==> src/design/gpst_pkg.sv <==
// Shared constants and types for the graphics port slice timers.
// Assumes one 50 MHz clock domain and an Avalon-MM word-addressed register slave.
package gpst_pkg;

  // Register indices; the byte address of each register is four times its index.
  localparam logic [7:0]  BASE_IDX     = 8'hB8;
  localparam logic [7:0]  MTT_IDX      = 8'hBC;
  localparam logic [7:0]  LPT_IDX      = 8'hBD;
  localparam logic [7:0]  STATUS_IDX   = 8'hC0;

  localparam logic [31:0] BASE_RESET   = 32'h0000_0000;
  localparam logic [7:0]  TIMER_RESET  = 8'h00;
  // Writable bits: base field 28:12 and timer count field 7:3.
  localparam logic [31:0] BASE_MASK    = 32'h1FFF_F000;
  localparam logic [7:0]  TIMER_MASK   = 8'hF8;
  localparam int          BASE_LSB     = 12;
  localparam int          BASE_MSB     = 28;
  localparam int          CNT_LSB      = 3;
  localparam int          CNT_MSB      = 7;
  localparam int          CNT_W        = CNT_MSB - CNT_LSB + 1;
  // Each count unit is eight port clocks.
  localparam int          SLICE_SHIFT  = 3;
  localparam int          TICK_W       = CNT_W + SLICE_SHIFT;
  // Translation entries are four bytes; 64 MB of 4 KB pages needs 14 index bits.
  localparam int          ENTRY_SHIFT  = 2;
  localparam int          PAGE_IDX_W   = 14;

  typedef enum logic [2:0] {
    GPST_IDLE  = 3'h0,
    GPST_GFX   = 3'h1,
    GPST_HOST  = 3'h3,
    GPST_LOWP  = 3'h2,
    GPST_HIGHP = 3'h6
  } gpst_state_t;

endpackage

==> src/design/gpst_slice_timer.sv <==
// Tenure timer: counts eight clocks per unit of the programmed count field.
// Assumes load_in is a one-cycle pulse from the arbiter on the same clock.
`timescale 1ns/1ps
module gpst_slice_timer
  import gpst_pkg::*;
(
  input  wire logic             clk_in,
  input  wire logic             rst_n_in,
  input  wire logic             load_in,
  input  wire logic [CNT_W-1:0] count_in,
  output logic                  expired_out
);

  logic [TICK_W-1:0] remain;
  logic              armed;
  logic [TICK_W-1:0] elapsed;
  logic [CNT_W-1:0]  count_q;

  // A load of N counts expires 8*N-1 edges later, so the grant lasts exactly 8*N clocks.
  always_ff @(posedge clk_in or negedge rst_n_in) begin
    if (!rst_n_in) begin
      remain <= '0;
    end else if (load_in) begin
      remain <= TICK_W'({count_in, {SLICE_SHIFT{1'b0}}} - 1'b1);
    end else if (remain != '0) begin
      remain <= remain - 1'b1;
    end
  end

  always_ff @(posedge clk_in or negedge rst_n_in) begin
    if (!rst_n_in) begin
      armed <= 1'b0;
    end else if (load_in) begin
      armed <= (count_in != '0);
    end
  end

  assign expired_out = armed && (remain == '0);

  // Helper state for the checks below only.
  always_ff @(posedge clk_in or negedge rst_n_in) begin
    if (!rst_n_in) begin
      elapsed <= '0;
      count_q <= '0;
    end else if (load_in) begin
      elapsed <= '0;
      count_q <= count_in;
    end else if (!expired_out) begin
      elapsed <= elapsed + 1'b1;
    end
  end

  AST_SLICE_LENGTH: assert property (@(posedge clk_in) disable iff (!rst_n_in)
    $rose(expired_out) && !$past(load_in)
      |-> elapsed == TICK_W'({count_q, {SLICE_SHIFT{1'b0}}} - 1'b1))
    else $error("slice timer expired at the wrong cycle");

  AST_ZERO_NEVER_EXPIRES: assert property (@(posedge clk_in) disable iff (!rst_n_in)
    load_in && count_in == '0 |=> !expired_out)
    else $error("zero count armed the slice timer");

endmodule // gpst_slice_timer

==> src/design/gpst_top.sv <==
// Graphics port arbiter with time-slice timers and translation table base register.
// Assumes requests come from logic on clk_in and an Avalon-MM master drives the register port.
`timescale 1ns/1ps
// Summary of operation
// - Table base register bits 28:12 point at the translation table in memory.
// - Table base is 4 KB aligned; bits 11:0 and 31:29 never form address.
// - Translation fetches form their entry address from the programmed table base.
// - Table base may change anytime; later fetches use the new value.
// - Multi-transaction count sits in bits 7:3, units of eight port clocks.
// - On multi-transaction slice expiry the bus passes to the other of graphics and host, or to high priority, if one waits.
// - Host bridge transactions share the same slice, ensuring fair bandwidth.
// - Multi-transaction count zero, the reset value, disables slicing.
// - Low-priority timer sets minimum tenure for low-priority reads and writes.
// - Low-priority tenure covers consecutive same-type transfers, not just one.
// - After low-priority expiry the bus moves only if another request waits.
// - High-priority requests preempt low-priority tenure immediately.
// - Low-priority count zero, the reset value, disables minimum tenure.
// - Low-priority count sits in bits 7:3, units of eight port clocks.
module gpst_top
  import gpst_pkg::*;
(
  input  wire logic                    clk_in,
  input  wire logic                    resetn_in,
  input  wire logic [7:0]              avs_address_in,
  input  wire logic                    avs_read_in,
  input  wire logic                    avs_write_in,
  input  wire logic [31:0]             avs_writedata_in,
  input  wire logic [3:0]              avs_byteenable_in,
  output logic      [31:0]             avs_readdata_out,
  output logic                         avs_waitrequest_out,
  input  wire logic                    gfx_req_in,
  input  wire logic                    host_req_in,
  input  wire logic                    lowp_req_in,
  input  wire logic                    lowp_write_in,
  input  wire logic                    highp_req_in,
  output logic                         gfx_gnt_out,
  output logic                         host_gnt_out,
  output logic                         lowp_gnt_out,
  output logic                         highp_gnt_out,
  input  wire logic                    xlate_req_in,
  input  wire logic [PAGE_IDX_W-1:0]   xlate_page_in,
  output logic                         fetch_valid_out,
  output logic      [31:0]             fetch_addr_out
);

  logic              rst_meta;
  logic              rst_n;
  logic [31:0]       aperture_table_base;
  logic [7:0]        multi_transaction_timer;
  logic [7:0]        low_priority_timer;
  gpst_state_t       state;
  gpst_state_t       next_state;
  logic              last_host;
  logic              lowp_type;
  logic              mt_load;
  logic              lp_load;
  logic              mt_expired;
  logic              lp_expired;
  logic              mt_enabled;
  logic              lp_enabled;
  logic              bus_req;
  logic              bus_take;
  logic              sel_base;
  logic              sel_mtt;
  logic              sel_lpt;
  logic              sel_status;
  logic [31:0]       next_readdata;

  // The reset is released synchronously so no flop leaves reset on a different edge.
  always_ff @(posedge clk_in or negedge resetn_in) begin
    if (!resetn_in) begin
      rst_meta <= 1'b0;
      rst_n    <= 1'b0;
    end else begin
      rst_meta <= 1'b1;
      rst_n    <= rst_meta;
    end
  end

  // Register slave: every access is answered one cycle after it is presented.
  assign bus_req    = avs_read_in || avs_write_in;
  assign bus_take   = bus_req && !avs_waitrequest_out;
  assign sel_base   = (avs_address_in == BASE_IDX);
  assign sel_mtt    = (avs_address_in == MTT_IDX);
  assign sel_lpt    = (avs_address_in == LPT_IDX);
  assign sel_status = (avs_address_in == STATUS_IDX);

  always_ff @(posedge clk_in or negedge rst_n) begin
    if (!rst_n) begin
      avs_waitrequest_out <= 1'b1;
    end else begin
      avs_waitrequest_out <= !(bus_req && avs_waitrequest_out);
    end
  end

  always_comb begin
    next_readdata = 32'h0000_0000;
    if (sel_base) begin
      next_readdata = aperture_table_base & BASE_MASK;
    end else if (sel_mtt) begin
      next_readdata = {24'h00_0000, multi_transaction_timer};
    end else if (sel_lpt) begin
      next_readdata = {24'h00_0000, low_priority_timer};
    end else if (sel_status) begin
      next_readdata = {23'h00_0000, lp_expired, mt_expired, state, lowp_gnt_out,
                       highp_gnt_out, host_gnt_out, gfx_gnt_out};
    end
  end

  always_ff @(posedge clk_in or negedge rst_n) begin
    if (!rst_n) begin
      avs_readdata_out <= 32'h0000_0000;
    end else if (avs_read_in && avs_waitrequest_out) begin
      avs_readdata_out <= next_readdata;
    end
  end

  // Writes may land at any time; fetches already issued keep the old base.
  always_ff @(posedge clk_in or negedge rst_n) begin
    if (!rst_n) begin
      aperture_table_base <= BASE_RESET;
    end else if (avs_write_in && bus_take && sel_base) begin
      for (int b = 0; b < 4; b++) begin
        if (avs_byteenable_in[b]) begin
          aperture_table_base[b*8 +: 8] <= avs_writedata_in[b*8 +: 8] & BASE_MASK[b*8 +: 8];
        end
      end
    end
  end

  always_ff @(posedge clk_in or negedge rst_n) begin
    if (!rst_n) begin
      multi_transaction_timer <= TIMER_RESET;
    end else if (avs_write_in && bus_take && sel_mtt && avs_byteenable_in[0]) begin
      multi_transaction_timer <= avs_writedata_in[7:0] & TIMER_MASK;
    end
  end

  always_ff @(posedge clk_in or negedge rst_n) begin
    if (!rst_n) begin
      low_priority_timer <= TIMER_RESET;
    end else if (avs_write_in && bus_take && sel_lpt && avs_byteenable_in[0]) begin
      low_priority_timer <= avs_writedata_in[7:0] & TIMER_MASK;
    end
  end

  // Translation entry address: table base plus four bytes per aperture page.
  always_ff @(posedge clk_in or negedge rst_n) begin
    if (!rst_n) begin
      fetch_valid_out <= 1'b0;
      fetch_addr_out  <= 32'h0000_0000;
    end else begin
      fetch_valid_out <= xlate_req_in;
      if (xlate_req_in) begin
        fetch_addr_out <= {aperture_table_base[31:BASE_LSB], {BASE_LSB{1'b0}}}
                          + {{(32-PAGE_IDX_W-ENTRY_SHIFT){1'b0}}, xlate_page_in,
                             {ENTRY_SHIFT{1'b0}}};
      end
    end
  end

  // Arbiter.
  assign mt_enabled = (multi_transaction_timer[CNT_MSB:CNT_LSB] != '0);
  assign lp_enabled = (low_priority_timer[CNT_MSB:CNT_LSB] != '0);

  function automatic gpst_state_t pick(input logic hp, input logic gfx, input logic host,
                                       input logic lp, input logic prefer_gfx);
    gpst_state_t sel;
    sel = GPST_IDLE;
    if (hp) begin
      sel = GPST_HIGHP;
    end else if (gfx && host) begin
      sel = prefer_gfx ? GPST_GFX : GPST_HOST;
    end else if (gfx) begin
      sel = GPST_GFX;
    end else if (host) begin
      sel = GPST_HOST;
    end else if (lp) begin
      sel = GPST_LOWP;
    end
    return sel;
  endfunction

  always_comb begin
    next_state = state;
    case (state)
      GPST_IDLE: begin
        next_state = pick(highp_req_in, gfx_req_in, host_req_in, lowp_req_in, last_host);
      end
      GPST_GFX: begin
        if (!gfx_req_in) begin
          next_state = pick(highp_req_in, 1'b0, host_req_in, lowp_req_in, 1'b0);
        end else if (mt_enabled && mt_expired && (host_req_in || highp_req_in)) begin
          next_state = highp_req_in ? GPST_HIGHP : GPST_HOST;
        end
      end
      GPST_HOST: begin
        if (!host_req_in) begin
          next_state = pick(highp_req_in, gfx_req_in, 1'b0, lowp_req_in, 1'b1);
        end else if (mt_enabled && mt_expired && (gfx_req_in || highp_req_in)) begin
          next_state = highp_req_in ? GPST_HIGHP : GPST_GFX;
        end
      end
      GPST_LOWP: begin
        if (highp_req_in) begin
          next_state = GPST_HIGHP;
        end else if (!lowp_req_in) begin
          next_state = pick(1'b0, gfx_req_in, host_req_in, 1'b0, last_host);
        end else if ((!lp_enabled || lp_expired) && (gfx_req_in || host_req_in)) begin
          next_state = pick(1'b0, gfx_req_in, host_req_in, 1'b0, last_host);
        end
      end
      GPST_HIGHP: begin
        if (!highp_req_in) begin
          next_state = pick(1'b0, gfx_req_in, host_req_in, lowp_req_in, last_host);
        end
      end
      default: begin
        next_state = GPST_IDLE;
      end
    endcase
  end

  always_ff @(posedge clk_in or negedge rst_n) begin
    if (!rst_n) begin
      state <= GPST_IDLE;
    end else begin
      state <= next_state;
    end
  end

  always_ff @(posedge clk_in or negedge rst_n) begin
    if (!rst_n) begin
      gfx_gnt_out   <= 1'b0;
      host_gnt_out  <= 1'b0;
      lowp_gnt_out  <= 1'b0;
      highp_gnt_out <= 1'b0;
    end else begin
      gfx_gnt_out   <= (next_state == GPST_GFX);
      host_gnt_out  <= (next_state == GPST_HOST);
      lowp_gnt_out  <= (next_state == GPST_LOWP);
      highp_gnt_out <= (next_state == GPST_HIGHP);
    end
  end

  // Remembers who last held a slice, so the other agent wins the next tie.
  always_ff @(posedge clk_in or negedge rst_n) begin
    if (!rst_n) begin
      last_host <= 1'b0;
      lowp_type <= 1'b0;
    end else begin
      if (next_state == GPST_GFX) begin
        last_host <= 1'b0;
      end else if (next_state == GPST_HOST) begin
        last_host <= 1'b1;
      end
      lowp_type <= lowp_write_in;
    end
  end

  // An expired slice with nobody waiting is re-armed so the next contender is timed.
  assign mt_load = ((next_state == GPST_GFX || next_state == GPST_HOST) && next_state != state)
                   || ((state == GPST_GFX || state == GPST_HOST) && next_state == state
                       && mt_expired);
  // Same-type transfers keep one tenure; a change of direction starts a new one.
  assign lp_load = (next_state == GPST_LOWP)
                   && (state != GPST_LOWP || lowp_write_in != lowp_type);

  gpst_slice_timer u_mt_timer (
    .clk_in      (clk_in),
    .rst_n_in    (rst_n),
    .load_in     (mt_load),
    .count_in    (multi_transaction_timer[CNT_MSB:CNT_LSB]),
    .expired_out (mt_expired)
  );

  gpst_slice_timer u_lp_timer (
    .clk_in      (clk_in),
    .rst_n_in    (rst_n),
    .load_in     (lp_load),
    .count_in    (low_priority_timer[CNT_MSB:CNT_LSB]),
    .expired_out (lp_expired)
  );

  AST_BASE_RESERVED: assert property (@(posedge clk_in) disable iff (!rst_n)
    (aperture_table_base & ~BASE_MASK) == 32'h0000_0000)
    else $error("reserved table base bits are set");

  AST_FETCH_ADDR: assert property (@(posedge clk_in) disable iff (!rst_n)
    xlate_req_in ##1 fetch_valid_out |-> fetch_addr_out ==
      {$past(aperture_table_base[31:BASE_LSB]), {BASE_LSB{1'b0}}}
      + {{(32-PAGE_IDX_W-ENTRY_SHIFT){1'b0}}, $past(xlate_page_in), {ENTRY_SHIFT{1'b0}}})
    else $error("fetch address does not follow the table base");

  AST_BASE_WRITE: assert property (@(posedge clk_in) disable iff (!rst_n)
    avs_write_in && bus_take && sel_base && avs_byteenable_in == 4'hF
      |=> aperture_table_base == ($past(avs_writedata_in) & BASE_MASK))
    else $error("table base write was not taken");

  AST_MT_SWITCH: assert property (@(posedge clk_in) disable iff (!rst_n)
    state == GPST_GFX && gfx_req_in && mt_enabled && mt_expired && host_req_in && !highp_req_in
      |=> state == GPST_HOST ##0 host_gnt_out && !gfx_gnt_out)
    else $error("expired slice did not pass to the host");

  AST_HOST_FAIR: assert property (@(posedge clk_in) disable iff (!rst_n)
    state == GPST_HOST && host_req_in && mt_enabled && mt_expired && gfx_req_in && !highp_req_in
      |=> gfx_gnt_out)
    else $error("host slice did not yield to the master");

  AST_MT_DISABLED: assert property (@(posedge clk_in) disable iff (!rst_n)
    state == GPST_GFX && gfx_req_in && !mt_enabled && !highp_req_in |=> state == GPST_GFX)
    else $error("disabled slice timer took the bus away");

  AST_LP_TENURE: assert property (@(posedge clk_in) disable iff (!rst_n)
    state == GPST_LOWP && lowp_req_in && lp_enabled && !lp_expired && !highp_req_in
      |=> lowp_gnt_out)
    else $error("low priority tenure cut short");

  AST_LP_NO_PENDING: assert property (@(posedge clk_in) disable iff (!rst_n)
    state == GPST_LOWP && lowp_req_in && !gfx_req_in && !host_req_in && !highp_req_in
      |=> state == GPST_LOWP)
    else $error("low priority owner lost the bus with no request pending");

  AST_HP_PREEMPT: assert property (@(posedge clk_in) disable iff (!rst_n)
    state == GPST_LOWP && highp_req_in |=> highp_gnt_out && !lowp_gnt_out)
    else $error("high priority request was held off");

  AST_LP_DISABLED: assert property (@(posedge clk_in) disable iff (!rst_n)
    state == GPST_LOWP && !lp_enabled && gfx_req_in && !highp_req_in |=> state != GPST_LOWP)
    else $error("disabled low priority timer still held the bus");

  AST_TIMER_RESERVED: assert property (@(posedge clk_in) disable iff (!rst_n)
    (multi_transaction_timer & ~TIMER_MASK) == 8'h00 && (low_priority_timer & ~TIMER_MASK) == 8'h00)
    else $error("reserved timer bits are set");

  COV_MT_SWITCH: cover property (@(posedge clk_in) disable iff (!rst_n)
    state == GPST_GFX ##1 state == GPST_HOST ##[1:300] state == GPST_GFX);
  COV_LP_PREEMPT: cover property (@(posedge clk_in) disable iff (!rst_n)
    state == GPST_LOWP && highp_req_in);
  COV_LP_EXPIRE: cover property (@(posedge clk_in) disable iff (!rst_n)
    state == GPST_LOWP && lp_expired && gfx_req_in);
  COV_FETCH: cover property (@(posedge clk_in) disable iff (!rst_n)
    fetch_valid_out && fetch_addr_out[BASE_MSB:BASE_LSB] != '0);

endmodule // gpst_top

==> config.mk <==
export PLATFORM = sky130hd
export DESIGN_NAME = gpst_top
export DESIGN_NICKNAME = d
export VERILOG_FILES = /design/src/design/gpst_pkg.sv /design/src/design/gpst_slice_timer.sv /design/src/design/gpst_top.sv
export SDC_FILE = /design/constraint.sdc
export NUM_CORES = 1
export LEC_CHECK = 0
export BUFFER_PORTS_ARGS = -buffer_cell sky130_fd_sc_hd__buf_2
export CORE_ASPECT_RATIO = 1.4
export CORE_MARGIN = 3
export CORE_UTILIZATION = 50
export DETAILED_ROUTE_END_ITERATION = 8
export PLACE_DENSITY = 0.76
export RECOVER_POWER = 100
export SLEW_MARGIN = 20
export SYNTH_ARGS = -nofsm -noshare
export SYNTH_HDL_FRONTEND = slang
export SYNTH_SLANG_ARGS = --single-unit
==> constraint.sdc <==
create_clock -name clk_in -period 5.1 [get_ports clk_in]
set_input_delay 0 -clock clk_in [delete_from_list [all_inputs] [get_ports clk_in]]
set_output_delay 0 -clock clk_in [all_outputs]
set_load 0.01 [all_outputs]
==> flow_summary.json, run 1 <==
{
  "status": "finished with violations",
  "violations": "capacitance limit, slew limit",
  "syn_avg_cell_area_um2": 10.89,
  "netlist_instances": 508,
  "drc": 0,
  "dr.pass1.iters": 4,
  "async_reset_ff_share_pct": 100.0,
  "crit_type": "flop to flop",
  "overflow": 0,
  "yosysUniqueCellTypes": 64,
  "final_antenna_net_count": 0,
  "crit_path_start_kind": "flop",
  "numCtsBuffers": 9,
  "rr_endpoint": "u_lp_timer.armed$_DFFE_PN0P_",
  "layout-drive-gt1-share_pct": 17.92,
  "reg2regPathDepth": 8,
  "yosysTopAreaCell": "dfrtp_1",
  "grt_pass1_vias": 4505,
  "place.port_buffers": 117,
  "cts.path.max_buffers": 2,
  "synth_simple_gate_area_share_pct": 14.83,
  "holdPathStages": 3,
  "final_util_pct": 63.94,
  "synth.cell_area_um2": 5534,
  "hpwl_mm": 9.122,
  "ys_seq_area_share_pct": 50.67,
  "n_antenna_cell": 0,
  "max_freq_mhz": 280.3,
  "start_util_pct": 52.36,
  "finalCriticalPeriod_ns": 3.568,
  "critPathMaxFanout": 9,
  "num_vias": 4424,
  "gp_congestion": 0.8322,
  "rsz0062_at_grt": "false",
  "clock-root-buffer": "clkbuf_16",
  "critPathArrivalTime_ns": 3.80,
  "hold_slack_ns": 0.01284,
  "fin_crit_sh_pct": 69.96,
  "synth_top_cells_by_area": "dfrtp_1 50%, mux2_2 7.9%, xnor2_1 3.6%, nand2_1 3.1%, ha_1 2.7%",
  "yosysWarnings": 0,
  "cts_setup_buffers": 0,
  "grt_pass1_wl_mm": 21.56,
  "rrSetupSlack_ns": 1.53,
  "dpl_cell_area_um2": 6201,
  "hold_viol_final": 0,
  "synth_seq_cells": 112,
  "hold_path.class": "input pin to flop",
  "fin_skew_ns": 0.008585,
  "nets": 740,
  "wl_per_cell_um": 16.37,
  "dieArea_um2": 12380,
  "clkSlewWorstSetupHoldPaths_ns": 0.08,
  "synth_ff_type": "dfrtp_1",
  "cts_max_level": 3,
  "critical_path_required_ns": 5.33,
  "crit_path_end_kind": "flop",
  "io_pins": 138,
  "power_density_nw_per_um2": 351.2,
  "synth_top_family_by_area": "simple AND/OR/NAND/NOR gates",
  "row_count": 44,
  "min_to": "fetch_addr_out[12]$_DFFE_PN0P_",
  "areaGrowthSynthToFinish_pct": 22.13,
  "relSlewSlack_pct": -26.42,
  "tightestPinTransition_ns": 1.896,
  "drt-total-wl_mm": 13.13,
  "clkLatencyLatePin_ns": 0.35,
  "core_area_um2": 10570,
  "die_height_um": 130.5,
  "leakage_uw": 0.003102,
  "antenna_found_initial": 0,
  "ir_drop_mv": 0.1836,
  "cts_tree": "yes",
  "synth_edf_count": 0,
  "regToRegStartpoint": "u_mt_timer.remain[0]$_DFFE_PN0P_",
  "synth_xor_xnor_area_share_pct": 4.906,
  "die_w_um": 94.92,
  "synth-compound-area-share_pct": 11.60,
  "finalSetupViolCount": 0,
  "grt_usage_pct": 22.34,
  "slew_violations": 193,
  "min-delay-start": "xlate_page_in[10]",
  "yosys.area.top_type_share_pct": 50.19,
  "synthAdderAreaFrac_pct": 3.075,
  "tns_ns": 0,
  "maxCapViolCount": 4,
  "grt_max_degree": 65,
  "drtIter0Drc": 162,
  "design_area_um2": 6759,
  "drt-vias-per-instance": 5.516,
  "synthMuxAreaShare_pct": 10.56,
  "clock-sinks": 112
}
## sequential cells by signal, indices dropped and copies added (netlist names), 3 cells and up
| name | cells |
|---|---|
| multi_transaction_timer | 5 |
| avs_readdata_out | 26 |
| fetch_addr_out | 28 |
| state | 3 |
| low_priority_timer | 5 |
| u_lp_timer.remain | 8 |
| aperture_table_base | 17 |
| u_mt_timer.remain | 8 |
## cell type report
| type | count | area, um^2 |
|---|---|---|
| clock inverter | 6 | 52.55 |
| tap | 138 | 172.7 |
| timing repair buffer | 157 | 892.1 |
| clock buffer | 10 | 239.0 |
| inverter | 22 | 82.58 |
| sequential | 112 | 2804 |
| fill | 898 | 3811 |
| multi-input combinational | 357 | 2516 |
## Yosys cell counts (7+ instances only)
library cell,count
a21oi_1,27
a22o_1,17
buf_4,10
clkbuf_1,12
dfrtp_1,111
ha_1,12
inv_1,22
mux2_2,39
mux2i_1,13
nand2_1,46
nand3_1,7
nor2_1,38
nor3_1,16
o21ai_0,12
xnor2_1,23
xor2_1,8
## worst max-delay path: stages (launching register included)
cell and delay [ns]:
dfrtp_1 0.40, inv_1 0.10, ha_1 0.20, nor4bb_1 0.50, a31oi_1 0.18, o31a_1 0.27
a2111oi_0 0.91, or4_1 0.51, mux2_1 0.37
## per-stage QoR
step           cells  total power, uW  worst slack [ns]
2_1_floorplan    517             1557             1.751
3_3_place_gp     749             1676             1.988
3_5_place_dp     749             1701             1.858
4_1_cts          802             2420             1.831
5_1_grt          802             2517             1.181
6_report         802             2374             1.532
## timing repair
action,in CTS,in global routing
hold buffers,37,0
resized for setup,0,0
endpoints found under the hold margin,41,0
## cells by family (layout without fill, tap and decap cells)
logic type / Yosys count / count (layout)
and+or+nand+nor: 156 / 156
other: 2 / 11
AOI/OAI and AO/OA: 93 / 93
DFF: 112 / 112
adders and majority gates: 13 / 13
muxes: 53 / 53
buffers and inverters: 48 / 195
xor gates and xnor gates: 31 / 31
## layer usage
layer  track usage (%)  part of all wire (%)
met1             26.44                    40
met2             39.33                    52
met3             4.696                   6.4
met4             9.091                   1.8
met5                 0                     0
## placed cells by master, fill, tap and decap left out, types with 3 or more instances in the layout
master,count
dfrtp_1,111
clkbuf_1,63
buf_2,56
nand2_1,46
mux2_2,39
nor2_1,38
dlygate4sd3_1,37
a21oi_1,27
xnor2_1,23
inv_1,22
a22o_1,17
nor3_1,16
mux2i_1,13
o21ai_0,13
ha_1,12
conb_1,11
clkbuf_16,9
xor2_1,8
nand3_1,7
nand2b_1,6
nor2b_1,6
o211ai_1,6
nor3b_1,6
o31ai_1,4
a21o_1,4
nand3b_1,3
and3_1,3
o22ai_1,3
## worst max path at each step
stage	slack [ns]	to	cells past startpoint	startpoint
after CTS	1.83	u_mt_timer.remain[3]$_DFFE_PN0P_	8	u_mt_timer.remain[0]$_DFFE_PN0P_
after floorplan	1.75	aperture_table_base[12]$_DFFE_PN0P_	0	rst_n$_DFF_PN0_
after global routing	1.18	u_lp_timer.armed$_DFFE_PN0P_	8	u_mt_timer.remain[0]$_DFFE_PN0P_
final	1.53	u_lp_timer.armed$_DFFE_PN0P_	8	u_mt_timer.remain[0]$_DFFE_PN0P_
after global placement	1.99	u_mt_timer.remain[5]$_DFFE_PN0P_	8	u_mt_timer.remain[0]$_DFFE_PN0P_
after detailed placement	1.86	u_mt_timer.remain[3]$_DFFE_PN0P_	8	u_mt_timer.remain[0]$_DFFE_PN0P_
## power breakdown
group	internal (uW)	switching, uW	total, uW
clock network	353	338	691
registers	993	129	1120
logic	253	308	561
(Power assumes the default switching activity.)
==> run 2, diff against run 1 <==
Clock period 5.1 ns to 3.55 ns, I/O delays scaled along.
==> run 2 against run 1 <==
Compared with the run above: final cell count up 0.75%; highest routed layer unchanged; fmax up 14%; the run still ends with capacitance limit, slew limit left; cell area up 0.85%; combinational power up 50%; largest power group unchanged; utilization up 0.54 points; non-clock buffer count up 6; count of clock-buffer cells in the layout down 1; die area unchanged; critical endpoint unchanged; register-to-register slack worse by 1.1 ns.
==> flow_summary.json, run 2 (synthesis results as in run 1) <==
{
  "drt-total-wl_mm": 13.09,
  "drt-vias-per-instance": 5.473,
  "fin_crit_sh_pct": 88.12,
  "min-delay-start": "highp_req_in",
  "fin_skew_ns": 0.009077,
  "final_common_cell": "dfrtp_1",
  "finalCriticalPeriod_ns": 3.128,
  "wl_per_cell_um": 16.20,
  "holdPathStages": 2,
  "relSlewSlack_pct": -66.76,
  "antenna_found_initial": 0,
  "violations": "capacitance limit, slew limit",
  "layout_common_cells": "111 x dfrtp_1, 66 x clkbuf_1, 55 x buf_2",
  "n_antenna_cell": 0,
  "rr_endpoint": "u_lp_timer.armed$_DFFE_PN0P_",
  "dieArea_um2": 12380,
  "maxCapViolCount": 3,
  "largest_register": "fetch_addr_out",
  "dr.pass1.iters": 4,
  "critPathArrivalTime_ns": 3.35,
  "tns_ns": 0,
  "nets": 746,
  "crit_path_end_kind": "flop",
  "leakage_uw": 0.003135,
  "power_density_nw_per_um2": 512.8,
  "gp_congestion": 0.8908,
  "die_w_um": 94.92,
  "fillers": 897,
  "clock-sinks": 112,
  "drtIter0Drc": 104,
  "clock-root-buffer": "clkbuf_16",
  "place.port_buffers": 117,
  "die_height_um": 130.5,
  "final_antenna_net_count": 0,
  "worst_slack_ns": 0.4218,
  "grt_pass1_vias": 4588,
  "grt_max_degree": 67,
  "grt_pass1_wl_mm": 21.65,
  "clkLatencyLatePin_ns": 0.34,
  "critical_path_required_ns": 3.77,
  "core_area_um2": 10570,
  "max_freq_mhz": 319.7,
  "num_vias": 4422,
  "tightestPinTransition_ns": 2.501,
  "rrSetupSlack_ns": 0.42,
  "hold_path.class": "input pin to flop",
  "row_count": 44,
  "start_util_pct": 52.36,
  "crit_type": "flop to flop",
  "crit_path_start_kind": "flop",
  "cts_tree": "yes",
  "numCtsBuffers": 9,
  "largest_register_ffs": 28,
  "cts.path.max_buffers": 2,
  "overflow": 0,
  "ir_drop_mv": 0.2489,
  "reg.largest.list": "fetch_addr_out: 28 flops, avs_readdata_out: 26 flops, aperture_table_base: 17 flops",
  "cts_setup_buffers": 0,
  "io_pins": 138,
  "rsz0062_at_grt": "false",
  "status": "finished with violations",
  "hold_viol_final": 0,
  "layout.cells.non_filler": 808,
  "critPathMaxFanout": 9,
  "drc": 0,
  "hpwl_mm": 9.336,
  "reg2regPathDepth": 9,
  "grt_usage_pct": 22.30,
  "areaGrowthSynthToFinish_pct": 23.17,
  "cts_max_level": 3,
  "clkSlewWorstSetupHoldPaths_ns": 0.08,
  "slew_violations": 147,
  "finalSetupViolCount": 0,
  "post-place-ws_ns": 0.6599,
  "min_to": "highp_gnt_out$_DFF_PN0_",
  "regToRegStartpoint": "multi_transaction_timer[3]$_DFFE_PN0P_",
  "dp.cells": 754,
  "layout-drive-gt1-share_pct": 18.21
}
[run 2: changes by cell type in the layout (fill, tap and decap cells not counted), sizes merged]
cell         delta
dlygate4sd3     +1
buf             +1
clkbuf          +3
clkinvlp        -1
bufinv          +1
inv             +1
[run 2: metal layers]
metal	vias to the layer above	global-route usage, %	wire (um)
met5	-	0	0
met1	2153	27.30	5288
li1	2086	-	-
met4	0	7.901	252
met2	160	38.75	6741
met3	23	4.811	809
[run 2: critical path, stage by stage, from the launching register on]
cell and delay, ns:
dfrtp_1 0.40, inv_1 0.09, ha_1 0.20, nor4b_1 0.14
buf_4 0.16, nor4b_4 0.24, a211oi_1 0.16, or2_0 0.41
or4_1 0.83, mux2_4 0.38
[run 2: area by class of cell]
cell class | instances | area [um^2] | area share (%)
clock buffer | 9 | 225.2 | 3.304
clock inverter | 7 | 77.57 | 1.138
inverter | 22 | 82.58 | 1.211
multi-input combinational | 357 | 2526 | 37.06
sequential | 112 | 2804 | 41.13
tap | 138 | 172.7 | 2.533
timing repair buffer | 163 | 928.4 | 13.62
[run 2: what timing repair did]
action                                 4_1_cts  5_1_grt
hold buffers                                38        0
resized for setup                            0        0
endpoints found under the hold margin       42        0
[run 2: where the power goes]
| part | switching, uW | leakage [uW] | internal, uW | total, uW |
|---|---|---|---|---|
| Sequential | 194 | 0.00143 | 1430 | 1620 |
| Combinational | 457 | 0.00155 | 383 | 840 |
| Clock | 478 | 0.000152 | 557 | 1040 |
| Total | 1130 | 0.00313 | 2370 | 3500 |
[run 2: worst max path at each step]
stage                                            from                                   to  slack, ns  depth (start not counted)
2_1_floorplan                         rst_n$_DFF_PN0_  aperture_table_base[12]$_DFFE_PN0P_       0.20                          0
3_3_place_gp   multi_transaction_timer[3]$_DFFE_PN0P_         u_lp_timer.armed$_DFFE_PN0P_       0.69                          8
6_report       multi_transaction_timer[3]$_DFFE_PN0P_         u_lp_timer.armed$_DFFE_PN0P_       0.42                          9
5_1_grt              u_mt_timer.remain[0]$_DFFE_PN0P_         u_lp_timer.armed$_DFFE_PN0P_       0.19                          8
3_5_place_dp   multi_transaction_timer[3]$_DFFE_PN0P_         u_lp_timer.armed$_DFFE_PN0P_       0.66                          8
4_1_cts        multi_transaction_timer[3]$_DFFE_PN0P_         u_lp_timer.armed$_DFFE_PN0P_       0.64                          8
[run 2: through the flow]
step / power, uW / hold WS [ns] / utilization [%] / cell area (um^2)
floorplan: 2237 / -0.2956 / - / 5568
global placement: 2435 / -0.2158 / 59.02 / 6238
detailed placement: 2477 / -0.2143 / 59.02 / 6238
CTS: 3559 / 0.04304 / 65.48 / 6922
global route: 3715 / 0.04950 / 64.49 / 6817
finish: 3495 / 0.06068 / 64.49 / 6817
==> run 3, diff against run 2 <==
Settings changed: CORE_UTILIZATION 50 to 44, PLACE_DENSITY 0.76 to 0.68.
==> run 3 against run 2 <==
Compared with the run above: the flow still finishes with violations (capacitance limit, slew limit); clock power barely moved; fmax up 4.9%; total power down 1.0%; first-iteration DRC count decreased by 14%; routed wire length down 2.6%; via count fell by 2.4%; register-to-register slack better by 0.15 ns; sequential cell count stayed put; sequential share of layout area fell by 0.068 points; combinational power barely moved; critical endpoint unchanged.
==> flow_summary.json, run 3 (synthesis results as in run 1) <==
{
  "fin_crit_sh_pct": 84.01,
  "tightestPinTransition_ns": 1.876,
  "crit_path_end_kind": "flop",
  "start_util_pct": 45.91,
  "critical_path_required_ns": 3.78,
  "hpwl_mm": 9.036,
  "leakage_uw": 0.003127,
  "gp_congestion": 0.8120,
  "rsz0062_at_grt": "false",
  "critical_path.cell_chain": "inv_1, ha_1, nor4b_1, buf_4, nor4b_4, a211oi_1, or2_0, or4_4, mux2_1",
  "grt_pass1_vias": 4365,
  "hold_slack_ns": 0.009717,
  "slew_violations": 80,
  "overflow": 0,
  "design_area_um2": 6828,
  "slowest_stage": "or4_4",
  "die_height_um": 138.7,
  "drc": 0,
  "max_freq_mhz": 335.3,
  "cts_tree": "yes",
  "status": "finished with violations",
  "dr.pass1.iters": 4,
  "grt_pass1_wl_mm": 21.38,
  "final_antenna_net_count": 0,
  "clock-sinks": 112,
  "finalSetupViolCount": 0,
  "crit_path_start_kind": "flop",
  "dp.cells": 763,
  "fillers": 1074,
  "maxCapViolCount": 2,
  "slowest_delay_ns": 0.70,
  "dieArea_um2": 13980,
  "layout.cells.non_filler": 817,
  "relSlewSlack_pct": -25.06,
  "drt-vias-per-instance": 5.280,
  "crit_type": "flop to flop",
  "fin_skew_ns": 0.01530,
  "num_vias": 4314,
  "layout_common_cells": "111 x dfrtp_1, 67 x clkbuf_1, 56 x buf_2",
  "cts_resized": 0,
  "worst_slack_ns": 0.5677,
  "final_common_cell": "dfrtp_1",
  "grt_max_degree": 78,
  "io_pins": 138,
  "die_w_um": 100.8,
  "drtIter0Drc": 89,
  "row_count": 47,
  "nets": 746,
  "n_antenna_cell": 0,
  "hold_path.class": "input pin to flop",
  "finalCriticalPeriod_ns": 2.982,
  "wl_per_cell_um": 15.61,
  "areaGrowthSynthToFinish_pct": 23.38,
  "cts_max_level": 3,
  "post-place-ws_ns": 0.6595,
  "ir_drop_mv": 0.2421,
  "grt_usage_pct": 18.89,
  "layout-drive-gt1-share_pct": 18.36,
  "core_area_um2": 12060,
  "largest_register": "fetch_addr_out",
  "violations": "capacitance limit, slew limit",
  "clkLatencyLatePin_ns": 0.35,
  "clock-root-buffer": "clkbuf_16",
  "cts.path.max_buffers": 2,
  "antenna_found_initial": 0,
  "hold_viol_final": 0,
  "numCtsBuffers": 9,
  "dpl_cell_area_um2": 6250,
  "critPathArrivalTime_ns": 3.22,
  "clkSlewWorstSetupHoldPaths_ns": 0.08,
  "place.port_buffers": 117,
  "largest_register_ffs": 28,
  "reg.largest.list": "fetch_addr_out: 28 flops, avs_readdata_out: 26 flops, aperture_table_base: 17 flops",
  "tns_ns": 0,
  "drt-total-wl_mm": 12.75,
  "power_density_nw_per_um2": 506.8,
  "critPathMaxFanout": 9
}
-- run 3: cell types whose count changed in the layout (fill, tap and decap cells not counted), sizes merged --
| cell | previous run | this run |
|---|---|---|
| buf | 57 | 58 |
| dlygate4sd3 | 38 | 37 |
| bufinv | 1 | 0 |
| clkinv | 3 | 4 |
-- run 3: cell type report --
type	instances	area (um^2)	share of cell area (%)
clock buffer	9	225.2	3.299
clock inverter	7	83.83	1.228
inverter	22	82.58	1.209
sequential	112	2804	41.07
multi-input combinational	357	2526	37.00
timing repair buffer	163	922.1	13.51
tap	147	183.9	2.694
-- run 3: metrics by stage --
step	total power, uW	utilization (%)
5_1_grt	3683	56.64
3_3_place_gp	2438	51.84
3_5_place_dp	2467	51.84
6_report	3460	56.64
4_1_cts	3529	57.48
2_1_floorplan	2237	-
-- run 3: final timing paths --
| kind | endpoint | startpoint | cells past startpoint | slack (ns) |
|---|---|---|---|---|
| min in group asynchronous | fetch_addr_out[11]$_DFFE_PN0P_ | rst_n$_DFF_PN0_ | 0 | 0.35 |
| worst min-delay path | fetch_addr_out[12]$_DFFE_PN0P_ | xlate_page_in[10] | 3 | 0.01 |
| worst max-delay path | u_lp_timer.armed$_DFFE_PN0P_ | multi_transaction_timer[3]$_DFFE_PN0P_ | 9 | 0.57 |
| worst max register to register | u_lp_timer.armed$_DFFE_PN0P_ | multi_transaction_timer[3]$_DFFE_PN0P_ | 9 | 0.57 |
| max in group asynchronous | fetch_addr_out[27]$_DFFE_PN0P_ | rst_n$_DFF_PN0_ | 2 | 0.74 |
| worst min register to register | fetch_addr_out[11]$_DFFE_PN0P_ | rst_n$_DFF_PN0_ | 0 | 0.35 |
-- run 3: power breakdown --
part | switching (uW) | internal (uW)
sequential | 181 | 1430
combinational | 455 | 383
clock | 511 | 504
-- run 3: layer usage --
layer	GRT usage, %	vias to the layer above	part of all wire, %
met5	0	-	0
li1	-	2085	-
met4	5.749	0	1.1
met2	32.11	139	51
met1	23.93	2078	42
met3	3.875	12	6.2
-- run 3: critical path: cells and delay by family, from the launching register on --
| family | cells | cell delay [ns] |
|---|---|---|
| adders and majority gates | 1 | 0.21 |
| and+or+nand+nor | 4 | 1.51 |
| muxes | 1 | 0.34 |
| AOI/OAI and AO/OA | 1 | 0.16 |
| buffers and inverters | 2 | 0.25 |
| DFF | 1 | 0.39 |
-- run 3: repair_timing --
action / in CTS / in global routing
hold buffers: 37 / 0
endpoints found under the hold margin: 41 / 0
setup buffers: 0 / 0
